===== src/scix_defines.svh =====
// Purpose: Constants for the switch core INTx and UR logic
// Assumes: Included by bare name after the package
// Notes: Register map and field positions
`ifndef SCIX_DEFINES_SVH
`define SCIX_DEFINES_SVH
`define SCIX_NLINES 4
`define SCIX_DEV0 5'h00
`define SCIX_CNT_MAX 8'hFF
`define SCIX_A_SWSTS 8'h00
`define SCIX_A_INTSTS 8'h04
`define SCIX_A_CTRL 8'h08
`define SCIX_A_BUS 8'h0C
`define SCIX_A_NTINT 8'h10
`define SCIX_A_ERR 8'h14
`define SCIX_C_NT 0
`define SCIX_C_UVGA 1
`define SCIX_C_UBME 2
`define SCIX_C_UINIT 3
`define SCIX_C_BMEM 4
`define SCIX_C_BIO 5
`define SCIX_C_BVGA 6
`define SCIX_C_BINIT 7
`define SCIX_C_CMEM 8
`define SCIX_C_CIO 9
`define SCIX_C_CVGA 10
`define SCIX_C_CINIT 11
`define SCIX_C_ENUM 12
`define SCIX_F_PRI 7:0
`define SCIX_F_BSEC 15:8
`define SCIX_F_CSEC 23:16
`define SCIX_E_UR 0
`define SCIX_F_URCNT 15:8
`define SCIX_F_DRCNT 23:16
`endif


===== src/scix_pkg.sv =====
// Purpose: Types shared by the switch core INTx and UR logic
// Assumes: Nothing
// Notes: Port, TLP kind and routing encodings
package scix_pkg;
  // Switch port of arrival
  typedef enum logic [1:0] {PORT_A, PORT_B, PORT_C} scix_port_t;
  // TLP kind as seen by the core
  typedef enum logic [2:0] {K_MEM, K_IO, K_CFG0, K_CFG1, K_MSG, K_CPL} scix_kind_t;
  // Routing method
  typedef enum logic [2:0] {R_ADDR, R_ID, R_ROOT, R_BCAST, R_LOCAL} scix_route_t;
  // Message sequencer state
  typedef enum logic {S_IDLE, S_SEND} scix_state_t;
endpackage : scix_pkg


===== src/scix_core.sv =====
// Purpose: Switch core INTx aggregation, message generation and UR handling
// Assumes: All inputs come from logic on i_sys_clk
// Notes: Registers on a plain strobe port, read data one cycle late
// What this block does
// [RQ1] Keep readable per-line and per-port INTx aggregates
// [RQ2] Negated to asserted sends Assert_INTx upstream
// [RQ3] Asserted to negated sends Deassert_INTx upstream
// [RQ4] Aggregate port B and port C plus internal endpoint
// [RQ5] Downstream bridges pass interrupt lines unswizzled
// [RQ6] Upstream line y mixes B-y and rotated C
// [RQ7] NT external endpoint INTx messages leave on C
// [RQ8] DL_Down clears that port's virtual wires
// [RQ9] Overflowing UR completions dropped, status still kept
// [RQ10] Error messages may merge, never vanish
// [RQ11] Software must not starve a port
// [RQ12] Upstream type-0 configuration is UR
// [RQ13] Converted type-0 to nonzero device is UR
// [RQ14] Address-routed message before bridge init is UR
// [RQ15] TLP with no route through switch is UR
// [RQ16] Upstream address TLP to upstream port is UR
// [RQ17] TLP to disabled port is UR
// [RQ18] Unclaimed or enabled VGA region TLP is UR
// [RQ19] Downstream message to primary bus is UR
// [RQ20] Downstream configuration request is UR
// [RQ21] ID route to uninitialized port is UR
// [RQ22] Downstream broadcast-from-root TLP is UR
//
// Implementation choices: the address map and the address-and-strobe port.
`include "scix_defines.svh"
module scix_core #(
  parameter int CPL_DEPTH = 4 // UR completion slots, power of two
) (
  // Clock and reset
  input logic i_sys_clk,
  input logic i_rstn,
  // Register port
  input logic [7:0] i_reg_addr,
  input logic [31:0] i_reg_wdata,
  input logic i_reg_wr,
  input logic i_reg_rd,
  output logic [31:0] o_reg_rdata,
  // Downstream link state
  input logic i_b_dl_up,
  input logic i_c_dl_up,
  // Port B received INTx messages
  input logic i_b_int_valid,
  input logic i_b_int_assert,
  input logic [1:0] i_b_int_line,
  // Port C received INTx messages
  input logic i_c_int_valid,
  input logic i_c_int_assert,
  input logic [1:0] i_c_int_line,
  // Upstream INTx message out
  output logic o_up_int_valid,
  output logic o_up_int_assert,
  output logic [1:0] o_up_int_line,
  input logic i_up_int_ready,
  // NT external endpoint INTx in
  input logic i_nte_int_valid,
  input logic i_nte_int_assert,
  input logic [1:0] i_nte_int_line,
  output logic o_nte_int_ready,
  // Port C INTx message out
  output logic o_c_int_valid,
  output logic o_c_int_assert,
  output logic [1:0] o_c_int_line,
  input logic i_c_int_ready,
  // TLP descriptor to check
  input logic i_tlp_valid,
  input scix_pkg::scix_port_t i_tlp_port,
  input scix_pkg::scix_kind_t i_tlp_kind,
  input scix_pkg::scix_route_t i_tlp_route,
  input logic i_tlp_np,
  input logic [4:0] i_tlp_dev,
  input logic [7:0] i_tlp_bus,
  input logic i_tlp_hit_up,
  input logic i_tlp_hit_b,
  input logic i_tlp_hit_c,
  input logic i_tlp_dst_up,
  input logic i_tlp_vga,
  // UR verdict
  output logic o_ur_valid,
  output scix_pkg::scix_port_t o_ur_port,
  // UR completion request
  output logic o_cpl_valid,
  output scix_pkg::scix_port_t o_cpl_port,
  input logic i_cpl_ready,
  // Error message request
  output logic o_err_valid,
  input logic i_err_ready
);
  import scix_pkg::*;
  localparam int PW = $clog2(CPL_DEPTH); // Pointer width

  // Configuration and software state
  logic [12:0] ctrl_r; // Enables, init flags, NT mode
  logic [23:0] busn_r; // Primary and secondary bus numbers
  logic [3:0] ntint_r; // Internal NT endpoint interrupt lines
  // Interrupt virtual wires
  logic [3:0] b_wire_r; // Port B external lines
  logic [3:0] c_wire_r; // Port C external lines
  logic [3:0] b_prim; // Port B primary-side aggregate
  logic [3:0] c_prim; // Port C primary-side aggregate
  logic [3:0] up_agg; // Switch-wide aggregate
  // NT message holding stage
  logic c_valid_r;
  // UR pipeline
  logic ur_now; // Verdict for the current descriptor
  logic ur_r; // Registered verdict
  logic np_r; // Registered non-posted flag
  // UR completion FIFO
  scix_port_t cpl_mem [CPL_DEPTH]; // Ports owed a completion
  logic [PW-1:0] wr_ptr_r;
  logic [PW-1:0] rd_ptr_r;
  logic [PW:0] cnt_r; // Occupancy
  logic full;
  logic push;
  logic pop;
  logic want_cpl; // A completion is owed this cycle
  // Error reporting
  logic err_pend_r; // An error message is owed
  logic ur_sticky_r; // Sticky UR seen flag
  logic [7:0] ur_cnt_r; // Saturating UR count
  logic [7:0] drop_cnt_r; // Saturating dropped completion count
  logic sticky_clr; // Software clears the sticky flag
  logic [31:0] rd_nxt; // Read data before the output flop

  // Software writes
  always_ff @(posedge i_sys_clk) begin
    if (!i_rstn) begin
      ctrl_r <= 13'h0000;
      busn_r <= 24'h000000;
      ntint_r <= 4'h0;
    end else if (i_reg_wr) begin
      unique case (i_reg_addr)
        `SCIX_A_CTRL: ctrl_r <= i_reg_wdata[12:0];
        `SCIX_A_BUS: busn_r <= i_reg_wdata[23:0];
        `SCIX_A_NTINT: ntint_r <= i_reg_wdata[3:0];
        default: begin
          // Read-only, unmapped or ERR: not stored here; an ERR write with bit 0 set clears the sticky flag below
        end
      endcase
    end
  end

  // Port B virtual wires
  always_ff @(posedge i_sys_clk) begin
    if (!i_rstn) begin
      b_wire_r <= 4'h0;
    end else if (!i_b_dl_up) begin
      b_wire_r <= 4'h0; // RQ8
    end else if (i_b_int_valid) begin
      b_wire_r[i_b_int_line] <= i_b_int_assert;
    end
  end

  // Port C virtual wires
  always_ff @(posedge i_sys_clk) begin
    if (!i_rstn) begin
      c_wire_r <= 4'h0;
    end else if (!i_c_dl_up) begin
      c_wire_r <= 4'h0; // RQ8
    end else if (i_c_int_valid) begin
      c_wire_r[i_c_int_line] <= i_c_int_assert;
    end
  end

  // Downstream bridges see device zero only, so no remapping
  assign b_prim = b_wire_r; // RQ5
  // Internal NT side shares port C's contribution
  assign c_prim = c_wire_r | ntint_r; // RQ4

  // Upstream bridge remap by device number
  for (genvar g = 0; g < `SCIX_NLINES; g++) begin : g_swz
    assign up_agg[g] = b_prim[g] | c_prim[(g + 3) % `SCIX_NLINES]; // RQ6
  end

  // Upstream message sequencer
  scix_intx_msg u_up_msg (
    .i_sys_clk(i_sys_clk),
    .i_rstn(i_rstn),
    .i_agg(up_agg),
    .o_valid(o_up_int_valid),
    .o_assert(o_up_int_assert),
    .o_line(o_up_int_line),
    .i_ready(i_up_int_ready)
  );

  // NT external messages to port C in NT mode only
  // In transparent mode they are accepted and discarded
  assign o_nte_int_ready = !c_valid_r || i_c_int_ready;
  assign o_c_int_valid = c_valid_r;
  always_ff @(posedge i_sys_clk) begin
    if (!i_rstn) begin
      c_valid_r <= 1'b0;
      o_c_int_assert <= 1'b0;
      o_c_int_line <= 2'h0;
    end else if (o_nte_int_ready) begin
      c_valid_r <= i_nte_int_valid && ctrl_r[`SCIX_C_NT]; // RQ7
      if (i_nte_int_valid) begin
        o_c_int_assert <= i_nte_int_assert;
        o_c_int_line <= i_nte_int_line;
      end
    end
  end

  // TLP classifier
  scix_ur_check u_ur (
    .i_port(i_tlp_port),
    .i_kind(i_tlp_kind),
    .i_route(i_tlp_route),
    .i_dev(i_tlp_dev),
    .i_bus(i_tlp_bus),
    .i_hit_up(i_tlp_hit_up),
    .i_hit_b(i_tlp_hit_b),
    .i_hit_c(i_tlp_hit_c),
    .i_dst_up(i_tlp_dst_up),
    .i_vga(i_tlp_vga),
    .i_ctrl(ctrl_r),
    .i_busn(busn_r),
    .i_b_up(i_b_dl_up),
    .i_c_up(i_c_dl_up),
    .o_ur(ur_now)
  );

  // Verdict stage, one cycle after the descriptor
  always_ff @(posedge i_sys_clk) begin
    if (!i_rstn) begin
      ur_r <= 1'b0;
      np_r <= 1'b0;
      o_ur_port <= PORT_A;
    end else begin
      ur_r <= i_tlp_valid && ur_now;
      np_r <= i_tlp_np;
      if (i_tlp_valid) begin
        o_ur_port <= i_tlp_port;
      end
    end
  end
  assign o_ur_valid = ur_r;

  // Completion FIFO control; a full FIFO drops unless a pop frees a slot that cycle, counters still run
  assign want_cpl = ur_r && np_r; // RQ9
  assign full = (cnt_r == (PW+1)'(CPL_DEPTH));
  assign pop = (cnt_r != '0) && i_cpl_ready;
  assign push = want_cpl && (!full || pop); // RQ9
  assign o_cpl_valid = (cnt_r != '0);
  assign o_cpl_port = cpl_mem[rd_ptr_r];

  // Completion slot storage
  always_ff @(posedge i_sys_clk) begin
    if (push) begin
      cpl_mem[wr_ptr_r] <= o_ur_port;
    end
  end

  // Completion FIFO pointers and occupancy
  always_ff @(posedge i_sys_clk) begin
    if (!i_rstn) begin
      wr_ptr_r <= '0;
      rd_ptr_r <= '0;
      cnt_r <= '0;
    end else begin
      if (push) begin
        wr_ptr_r <= wr_ptr_r + 1'b1;
      end
      if (pop) begin
        rd_ptr_r <= rd_ptr_r + 1'b1;
      end
      if (push && !pop) begin
        cnt_r <= cnt_r + 1'b1;
      end else if (pop && !push) begin
        cnt_r <= cnt_r - 1'b1;
      end
    end
  end

  // Error message owed; new errors merge into one pending message
  // A new error in the accept cycle keeps it pending, so none is lost
  assign o_err_valid = err_pend_r;
  always_ff @(posedge i_sys_clk) begin
    if (!i_rstn) begin
      err_pend_r <= 1'b0;
    end else if (ur_r) begin
      err_pend_r <= 1'b1; // RQ10
    end else if (i_err_ready) begin
      err_pend_r <= 1'b0;
    end
  end

  // Error status; updated whether or not a completion fits
  assign sticky_clr = i_reg_wr && (i_reg_addr == `SCIX_A_ERR)
                      && i_reg_wdata[`SCIX_E_UR];
  always_ff @(posedge i_sys_clk) begin
    if (!i_rstn) begin
      ur_sticky_r <= 1'b0;
      ur_cnt_r <= 8'h00;
      drop_cnt_r <= 8'h00;
    end else begin
      if (ur_r) begin
        ur_sticky_r <= 1'b1; // RQ9
      end else if (sticky_clr) begin
        ur_sticky_r <= 1'b0;
      end
      if (ur_r && ur_cnt_r != `SCIX_CNT_MAX) begin
        ur_cnt_r <= ur_cnt_r + 8'h01;
      end
      if (want_cpl && !push && drop_cnt_r != `SCIX_CNT_MAX) begin
        drop_cnt_r <= drop_cnt_r + 8'h01; // RQ9
      end
    end
  end

  // Read mux; unmapped addresses read zero
  always_comb begin
    rd_nxt = 32'h0000_0000;
    unique case (i_reg_addr)
      `SCIX_A_SWSTS: rd_nxt[3:0] = up_agg; // RQ1
      `SCIX_A_INTSTS: rd_nxt[11:0] = {c_prim, b_prim, up_agg}; // RQ1
      `SCIX_A_CTRL: rd_nxt[12:0] = ctrl_r;
      `SCIX_A_BUS: rd_nxt[23:0] = busn_r;
      `SCIX_A_NTINT: rd_nxt[3:0] = ntint_r;
      `SCIX_A_ERR: begin
        rd_nxt[`SCIX_E_UR] = ur_sticky_r;
        rd_nxt[`SCIX_F_URCNT] = ur_cnt_r;
        rd_nxt[`SCIX_F_DRCNT] = drop_cnt_r;
      end
      default: rd_nxt = 32'h0000_0000;
    endcase
  end

  // Read data stands one cycle
  always_ff @(posedge i_sys_clk) begin
    if (!i_rstn) begin
      o_reg_rdata <= 32'h0000_0000;
    end else if (i_reg_rd) begin
      o_reg_rdata <= rd_nxt;
    end else begin
      o_reg_rdata <= 32'h0000_0000;
    end
  end
endmodule : scix_core


===== src/scix_intx_msg.sv =====
// Purpose: Turns aggregate INTx level changes into Assert/Deassert messages
// Assumes: Receiver takes a message when valid and ready are both high
// Notes: Level based; a change that reverts before it is captured is not reported
`include "scix_defines.svh"
module scix_intx_msg (
  // Clock and reset
  input logic i_sys_clk,
  input logic i_rstn,
  // Aggregate levels
  input logic [3:0] i_agg,
  // Message out
  output logic o_valid,
  output logic o_assert,
  output logic [1:0] o_line,
  input logic i_ready
);
  import scix_pkg::*;
  scix_state_t state_r; // Sequencer state
  logic [3:0] sent_r; // Level last reported upstream
  logic [3:0] pend; // Lines whose level differs from reported
  logic [1:0] pick; // Lowest pending line
  assign pend = i_agg ^ sent_r;
  // Lowest line wins so no line can be starved by a higher one
  always_comb begin
    pick = 2'h0;
    for (int i = `SCIX_NLINES - 1; i >= 0; i--) begin
      if (pend[i]) begin
        pick = 2'(i);
      end
    end
  end
  assign o_valid = (state_r == S_SEND);
  // Capture, then hold the message until accepted
  always_ff @(posedge i_sys_clk) begin
    if (!i_rstn) begin
      state_r <= S_IDLE;
      sent_r <= 4'h0;
      o_assert <= 1'b0;
      o_line <= 2'h0;
    end else begin
      unique case (state_r)
        S_IDLE: begin
          if (|pend) begin
            o_line <= pick;
            o_assert <= i_agg[pick]; // RQ2
            state_r <= S_SEND;
          end
        end
        S_SEND: begin
          if (i_ready) begin
            sent_r[o_line] <= o_assert; // RQ3
            state_r <= S_IDLE;
          end
        end
      endcase
    end
  end
endmodule : scix_intx_msg


===== src/scix_ur_check.sv =====
// Purpose: Classifies one TLP descriptor as Unsupported Request or not
// Assumes: Window hits from address decoders
// Notes: Purely combinational
`include "scix_defines.svh"
module scix_ur_check (
  // TLP descriptor
  input scix_pkg::scix_port_t i_port,
  input scix_pkg::scix_kind_t i_kind,
  input scix_pkg::scix_route_t i_route,
  input logic [4:0] i_dev,
  input logic [7:0] i_bus,
  input logic i_hit_up,
  input logic i_hit_b,
  input logic i_hit_c,
  input logic i_dst_up,
  input logic i_vga,
  // Configuration and link state
  input logic [12:0] i_ctrl,
  input logic [23:0] i_busn,
  input logic i_b_up,
  input logic i_c_up,
  // Verdict
  output logic o_ur
);
  import scix_pkg::*;
  logic [7:0] pri, bsec, csec; // Bus numbers
  logic isid, tb, tc, tp, tu, nodn, amsg, off;
  // Port disabled: link down or decode enable for this kind clear
  function automatic logic port_off(input logic up, input logic mem, input logic io,
                                    input scix_kind_t k);
    port_off = !up || ((k == K_IO) ? !io : !mem);
  endfunction : port_off
  assign pri = i_busn[`SCIX_F_PRI];
  assign bsec = i_busn[`SCIX_F_BSEC];
  assign csec = i_busn[`SCIX_F_CSEC];
  assign isid = (i_route == R_ID);
  assign tb = isid ? (i_bus == bsec) : i_hit_b;
  assign tc = isid ? (i_bus == csec) : i_hit_c;
  assign tp = isid && (i_bus == pri);
  assign tu = isid ? !(tb || tc || tp) : !i_hit_up;
  assign nodn = !i_hit_b && !i_hit_c;
  assign amsg = (i_kind == K_MSG) && (i_route == R_ADDR);
  assign off = (tb && port_off(i_b_up, i_ctrl[`SCIX_C_BMEM], i_ctrl[`SCIX_C_BIO], i_kind))
            || (tc && port_off(i_c_up, i_ctrl[`SCIX_C_CMEM], i_ctrl[`SCIX_C_CIO], i_kind));
  // Completions are never judged here
  always_comb begin
    o_ur = 1'b0;
    if (i_kind == K_CPL) begin
      o_ur = 1'b0;
    end else if (i_port == PORT_A) begin
      o_ur = o_ur | (i_kind == K_CFG0); // RQ12
      o_ur = o_ur | ((i_kind == K_CFG1) && (tb || tc) && (i_dev != `SCIX_DEV0)); // RQ13
      o_ur = o_ur | (amsg && !i_ctrl[`SCIX_C_UINIT]); // RQ14
      o_ur = o_ur | ((i_route == R_ADDR) && i_hit_up && nodn); // RQ15
      o_ur = o_ur | ((i_route == R_ADDR || isid) && !tb && !tc); // RQ15
      o_ur = o_ur | ((i_route == R_ADDR) && i_dst_up); // RQ16
      o_ur = o_ur | off; // RQ17
      o_ur = o_ur | (i_vga && i_ctrl[`SCIX_C_UVGA] && !i_ctrl[`SCIX_C_BVGA]
                     && !i_ctrl[`SCIX_C_CVGA] && nodn); // RQ18
    end else begin
      o_ur = o_ur | (i_kind == K_CFG0) | (i_kind == K_CFG1); // RQ20
      o_ur = o_ur | (i_route == R_BCAST); // RQ22
      o_ur = o_ur | (amsg && !((i_port == PORT_B) ? i_ctrl[`SCIX_C_BINIT]
                                                  : i_ctrl[`SCIX_C_CINIT])); // RQ14
      o_ur = o_ur | ((i_route == R_ADDR) && i_hit_up && nodn); // RQ15
      o_ur = o_ur | ((i_kind == K_MSG) && tp && i_ctrl[`SCIX_C_ENUM]); // RQ19
      o_ur = o_ur | ((tb && bsec == pri) || (tc && csec == pri)); // RQ21
      o_ur = o_ur | off | (tu && !i_ctrl[`SCIX_C_UBME]); // RQ17
      o_ur = o_ur | (i_vga && ((i_hit_b && i_ctrl[`SCIX_C_BVGA])
                     || (i_hit_c && i_ctrl[`SCIX_C_CVGA]))); // RQ18
    end
  end
endmodule : scix_ur_check


===== config.mk =====
export PLATFORM = sky130hd
export DESIGN_NAME = scix_core
export DESIGN_NICKNAME = d
export VERILOG_FILES = /design/src/scix_pkg.sv /design/src/scix_core.sv /design/src/scix_intx_msg.sv /design/src/scix_ur_check.sv
export VERILOG_INCLUDE_DIRS = /design/src
export SDC_FILE = /design/constraint.sdc
export NUM_CORES = 1
export LEC_CHECK = 0
export BUFFER_PORTS_ARGS = -buffer_cell sky130_fd_sc_hd__buf_2
export CELL_PAD_IN_SITES_DETAIL_PLACEMENT = 2
export CELL_PAD_IN_SITES_GLOBAL_PLACEMENT = 2
export CORE_MARGIN = 5
export CORE_UTILIZATION = 36
export CTS_BUF_LIST = sky130_fd_sc_hd__clkbuf_16
export CTS_CLUSTER_SIZE = 16
export DETAILED_ROUTE_END_ITERATION = 16
export GPL_TIMING_DRIVEN = 0
export PLACE_DENSITY_LB_ADDON = 0.05
export SYNTH_ARGS = -nofsm -noshare
export SYNTH_HDL_FRONTEND = slang
export SYNTH_SLANG_ARGS = --single-unit

===== constraint.sdc =====
create_clock -name i_sys_clk -period 5.11 [get_ports i_sys_clk]
set_clock_uncertainty 0.15 [all_clocks]
set_input_delay 1.022 -clock i_sys_clk [delete_from_list [all_inputs] [get_ports i_sys_clk]]
set_output_delay 1.022 -clock i_sys_clk [all_outputs]
set_load 0.05 [all_outputs]

After elaboration in Yosys (flattened, before gate mapping)
Memories as Yosys holds them, arrays and structs flattened. A register that Yosys moved wholly into a read port is not among the register bits.
Cells that the tools add are included.

storage, ports and cells
  register bits = 122
  RAM bits = 8
  input port bits = 90
  memories = 1

cells by class
  add/sub/neg operators = 6
  magnitude comparators = 7
  equality and inequality tests = 21
  muxes and demuxes = 42
  bitwise gates (word level) = 23
  reduce and logical (&&, ||, !) cells = 91

memories
  name     words  bits a word  rd ports  clocked after Yosys merged registers in  wr ports  RTL line          RTL
  cpl_mem  4      2            1         1                                        1         scix_core.sv:112  scix_port_t cpl_mem [CPL_DEPTH];

operator list
  kind                   count
  $logic_and A1 B1 Y1    41
  $eq A8 B8 Y1           5
  $pmux W11 S2           1
  $logic_not A1 Y1       21
  $mux W1                20
  $or A1 B1 Y1           20
  $reduce_and A2 Y1      9
  $add A8 B1 Y8 const B  2
  $eq A8 B4 Y1 const B   2
  $eq A8 B5 Y1 const B   2
  $ne A8 B8 Y1 const B   2
  $pmux W4 S4            1
  $bwmux W4              3
  $lt A2 B3 Y1 const B   4
  $mux W2                6
  $pmux W3 S4            1
  $pmux W4 S3            1
  $logic_or A1 B1 Y1     10
  $eq A3 B2 Y1 const B   3
  $eq A3 B3 Y1 const B   3
  $eq A8 B3 Y1 const B   1
  $logic_not A8 Y1       1
  $demux W1 S2           3
  $eq A3 B1 Y1 const B   2
  other kinds (20)       26

Depth between registers and ports, before layout
  word-level depth = 15
  gate-level depth with buffers = 8

Modules after synthesis
Synthesis repeated with hierarchy kept, for this count alone.

second synthesis, totals
  cell total of the unflattened synthesis = 694
  area, all modules = 6,212.2 um^2

by module, submodules not included
  module         instances  cells each  area each (um^2)  seq. area each (um^2)
  scix_core      1          536         4,934.7           2,402.3
  scix_ur_check  1          108         830.8             0.0
  scix_intx_msg  1          50          446.7             160.2

Worst setup path after synthesis
No wires, ideal clock.

  kind = input port to flip-flop
  start = input i_cpl_ready
  end = register cnt_r[2]
  arrival = 2.588 ns
  slack = 2.296 ns
  stages on the path = 8
  cells stage by stage = nor4b_1 > nor2_1 > ha_1 > inv_1 > fa_1 > xor2_1 > or3_1 > a21boi_0

between the ends
  word-level cells in the longest chain between the ends = 6
  elaborated cells between the ends (all ways) = 9

ends and longest elaborated chain
  item                          RTL line          RTL
  start: declaration            scix_core.sv:87   input logic i_cpl_ready,
  $logic_and A1 B1 Y1 *         scix_core.sv:245  assign pop = (cnt_r != '0) && i_cpl_ready;
  $logic_or A1 B1 Y1 *          scix_core.sv:246  assign push = want_cpl && (!full || pop);
  $logic_and A1 B1 Y1 *         scix_core.sv:246
  net push                      scix_core.sv:117  logic push;
  $logic_not A1 Y1              scix_core.sv:272  end else if (pop && !push) begin
  $logic_and A1 B1 Y1           scix_core.sv:272
  $reduce_bool A2 Y1 (no line)  n/a
  end signal: assignment        scix_core.sv:271  cnt_r <= cnt_r + 1'b1;
  end signal: assignment        scix_core.sv:273  cnt_r <= cnt_r - 1'b1;
  end: declaration              scix_core.sv:115  logic [PW:0] cnt_r;

Mark *: on every way through the listed nets, which the timed path passes. The rest lies on a longest branch.
A chain may end at the register's enable or synchronous reset.

Worst setup path after layout
Ends and elaborated chain as after synthesis.

==> qor.yml <==
clock_tree:
  cts_tree: "yes"
  clkSinkCount: 124
  cts_buffer_depth: 2
  cts_hold_buf: 0
  cts_buffers: 17
  root_buffer: "clkbuf_16"
  cts_setup_buffers: 0
  clkLatencyLatePin_ns: 0.43
  clkTransAtPathRegs_ns: 0.05
  cts-resized-gates: 0
  h-tree-depth: 4
timing:
  setup_viol: 0
  max_slew_margin_pct: 54.7
  setup_tns_ns: 0
  finalMaxSlewViolations: 0
  period_needed_ns: 2.92
  hold_viol_final: 0
  grt_setup_unrepaired: "no"
  worst_pin_slew_ns: 0.680
  clock.fmax_mhz: 343
  min_period_over_period_pct: 57.1
place:
  port_buffers: 120
  dpl-instance-area_um2: 7140
  hpwl_um: 17100
  gp_congestion: 0.926
finish:
  antenna_cells: 0
  syn2layout_area_growth_pct: 23.6
  layout_common_cells: "buf_2 (123), dfxtp_1 (116), nand2_1 (90)"
  final_nets: 905
  layout_commonest_cell: "buf_2"
  postLayoutCellArea_um2: 7700
  drive_above_1_share_pct: 25.6
logic_synthesis:
  synthesis.area_um2: 6230
  syn_inst: 661
  synth.top_cell.area_share_pct: 37.3
  async_reset_ff_share_pct: 0
  yosysSeqAreaShare_pct: 41.1
  yosysTopAreaCell: "dfxtp_1"
  synth_warnings: 0
  synthTopCellsByArea: "dfxtp_1 (37%), xnor2_1 (6.5%), mux2i_1 (6.3%)"
  synth_edf_count: 8
  ys_ff_latch: 124
  synth_cell_type_count: 68
  syn_area_per_cell_um2: 9.42
  synth_flop_cell: "dfxtp_1"
power_and_ir_drop:
  power.leakage_nw: 3.15
  max-vdd-ir-drop_v: 0.000233
  p_sw_w: 0.000683
  p_int_w: 0.00183
  powerDensity_nw_per_um2: 327
  power_frac_seq_pct: 41.0
  comb_power_share_pct: 12.7
  power_frac_clock_pct: 46.3
  switching_share_pct: 27.1
setup_path:
  crit_type: "input port to flip-flop"
  critical_path_required_ns: 5.31
  crit_path_end_kind: "flip-flop"
  critical-path-top-delay-family: "simple AND/OR/NAND/NOR gates"
  crit_buf_inv: 2
  cp_slowest_cell: "nor4b_1"
  crit_chain: "buf_2 -> nor4b_1 -> nor2_1 -> ha_1 -> inv_1 -> fa_1 -> xor2_1 -> or3_1 -> a21boi_0"
  cp_slowest_stage_delay_ns: 0.53
  cp_max_fo: 7
  cp.arrival_ns: 3.12
  startpoint_type: "input port"
grt:
  antenna_found_initial: 0
  grt-ovfl-total: 0
  grt_pass1_vias: 6110
  grt_max_degree: 17
  grt_pass1_wl_um: 34700
  grt_usage_pct: 22.3
detailed_routing:
  wl_per_cell_um: 21.1
  antenna_left: 0
  vias: 5509
  dr.pass1.iters: 4
  drcViolationCount: 0
  drt_wl_total_um: 22100
  drt_iter0_markers: 305
  viasPerCell: 5.27
status:
  status: "completed"
die:
  core.rowCount: 48
  fp.dieH_um: 142
  initial_core_util_pct: 36.4
  io-pin-count: 138
  die-area_um2: 20000
  placeableCoreArea_um2: 17100
  dieWidth_um: 142
job:
  maxCapViolCount: 0
min_path:
  holdCritPathClass: "flip-flop to flip-flop"
## Yosys cell counts (all sizes together), types with 14 or more instances
cell    instances
mux2i          39
nand3          14
nor2b          30
a22oi          16
o21ai          18
nor2           44
clkbuf         19
and2           21
a21boi         34
nand4          16
xnor2          46
nand2          91
buf            18
dfxtp         116
## registers in the layout, summed over array words and instances (netlist names), 3 cells and up, named ones only
signal	count
busn_r	24
o_reg_rdata	24
ctrl_r	13
cpl_mem	8
drop_cnt_r	8
ur_cnt_r	8
b_prim	4
c_wire_r	4
ntint_r	4
u_up_msg.sent_r	4
cnt_r	3
## power by group through the flow
stage	clock network (W)	logic (W)	registers (W)
CTS	0.00118	0.000322	0.00103
global placement	0	0.000304	0.00105
finish	0.00117	0.000319	0.00103
global route	0.00123	0.000344	0.00104
floorplan	0	0.000194	0.00106
detailed placement	0	0.000317	0.00105
## final timing paths
| path | from | endpoint | slack [ns] | cells past startpoint |
|---|---|---|---|---|
| min reg2reg | o_c_int_line[1] | o_c_int_line[1] | 0.32 | 2 |
| max reg2reg | o_ur_valid | cnt_r[2] | 2.41 | 8 |
| max | i_cpl_ready | cnt_r[2] | 2.19 | 9 |
| min | o_c_int_line[1] | o_c_int_line[1] | 0.32 | 2 |
## routing by layer
| metal | track usage, % | part of all wire, % |
|---|---|---|
| met5 | 0 | 0 |
| met3 | 3.57 | 4.0 |
| met2 | 38.3 | 50 |
| met4 | 7.37 | 2.0 |
| met1 | 28.7 | 44 |
## area by class of cell
cell class	instances	area (um^2)
Fill cell	1910	9420
Clock inverter	15	135
Buffer	37	239
Inverter	10	37.5
Clock buffer	17	425
Timing Repair Buffer	120	601
Multi-Input combinational cell	497	3410
Tap cell	225	282
Sequential cell	124	2560
## cells by family (layout without fill, tap and decap cells)
group | count (synthesis) | in the layout | share of synthesized area (%)
buf+inv | 47 | 199 | 4.44
mux | 52 | 52 | 9.16
fa+ha+maj | 8 | 8 | 1.73
xor+xnor | 57 | 57 | 8.02
simple gates | 264 | 264 | 21.7
flops | 124 | 124 | 41.1
compound gates | 108 | 108 | 13.7
other cells | 1 | 8 | 0.0602
## worst reg2reg max path, stage by stage, from the launching register on
cell      delay (ns)
dfxtp_1         0.54
nand2_1         0.10
nor2_1          0.43
ha_1            0.30
inv_1           0.08
fa_1            0.38
xor2_1          0.16
or3_1           0.31
a21boi_0        0.17
## through the flow
| stage | utilization [%] | setup slack [ns] | hold WS, ns | power (W) | cells |
|---|---|---|---|---|---|
| 4_1_cts | 45.0 | 2.17 | 0.330 | 0.00254 | 1045 |
| 3_3_place_gp | 41.7 | 1.94 | 0.301 | 0.00135 | 1013 |
| 2_1_floorplan | - | 2.30 | 0.282 | 0.00126 | 668 |
| 5_1_grt | 45.0 | 2.01 | 0.364 | 0.00261 | 1045 |
| 3_5_place_dp | 41.7 | 1.76 | 0.321 | 0.00137 | 1013 |
| 6_report | 45.0 | 2.19 | 0.323 | 0.00252 | 1045 |
No activity file was read; power rests on OpenSTA's default activity.
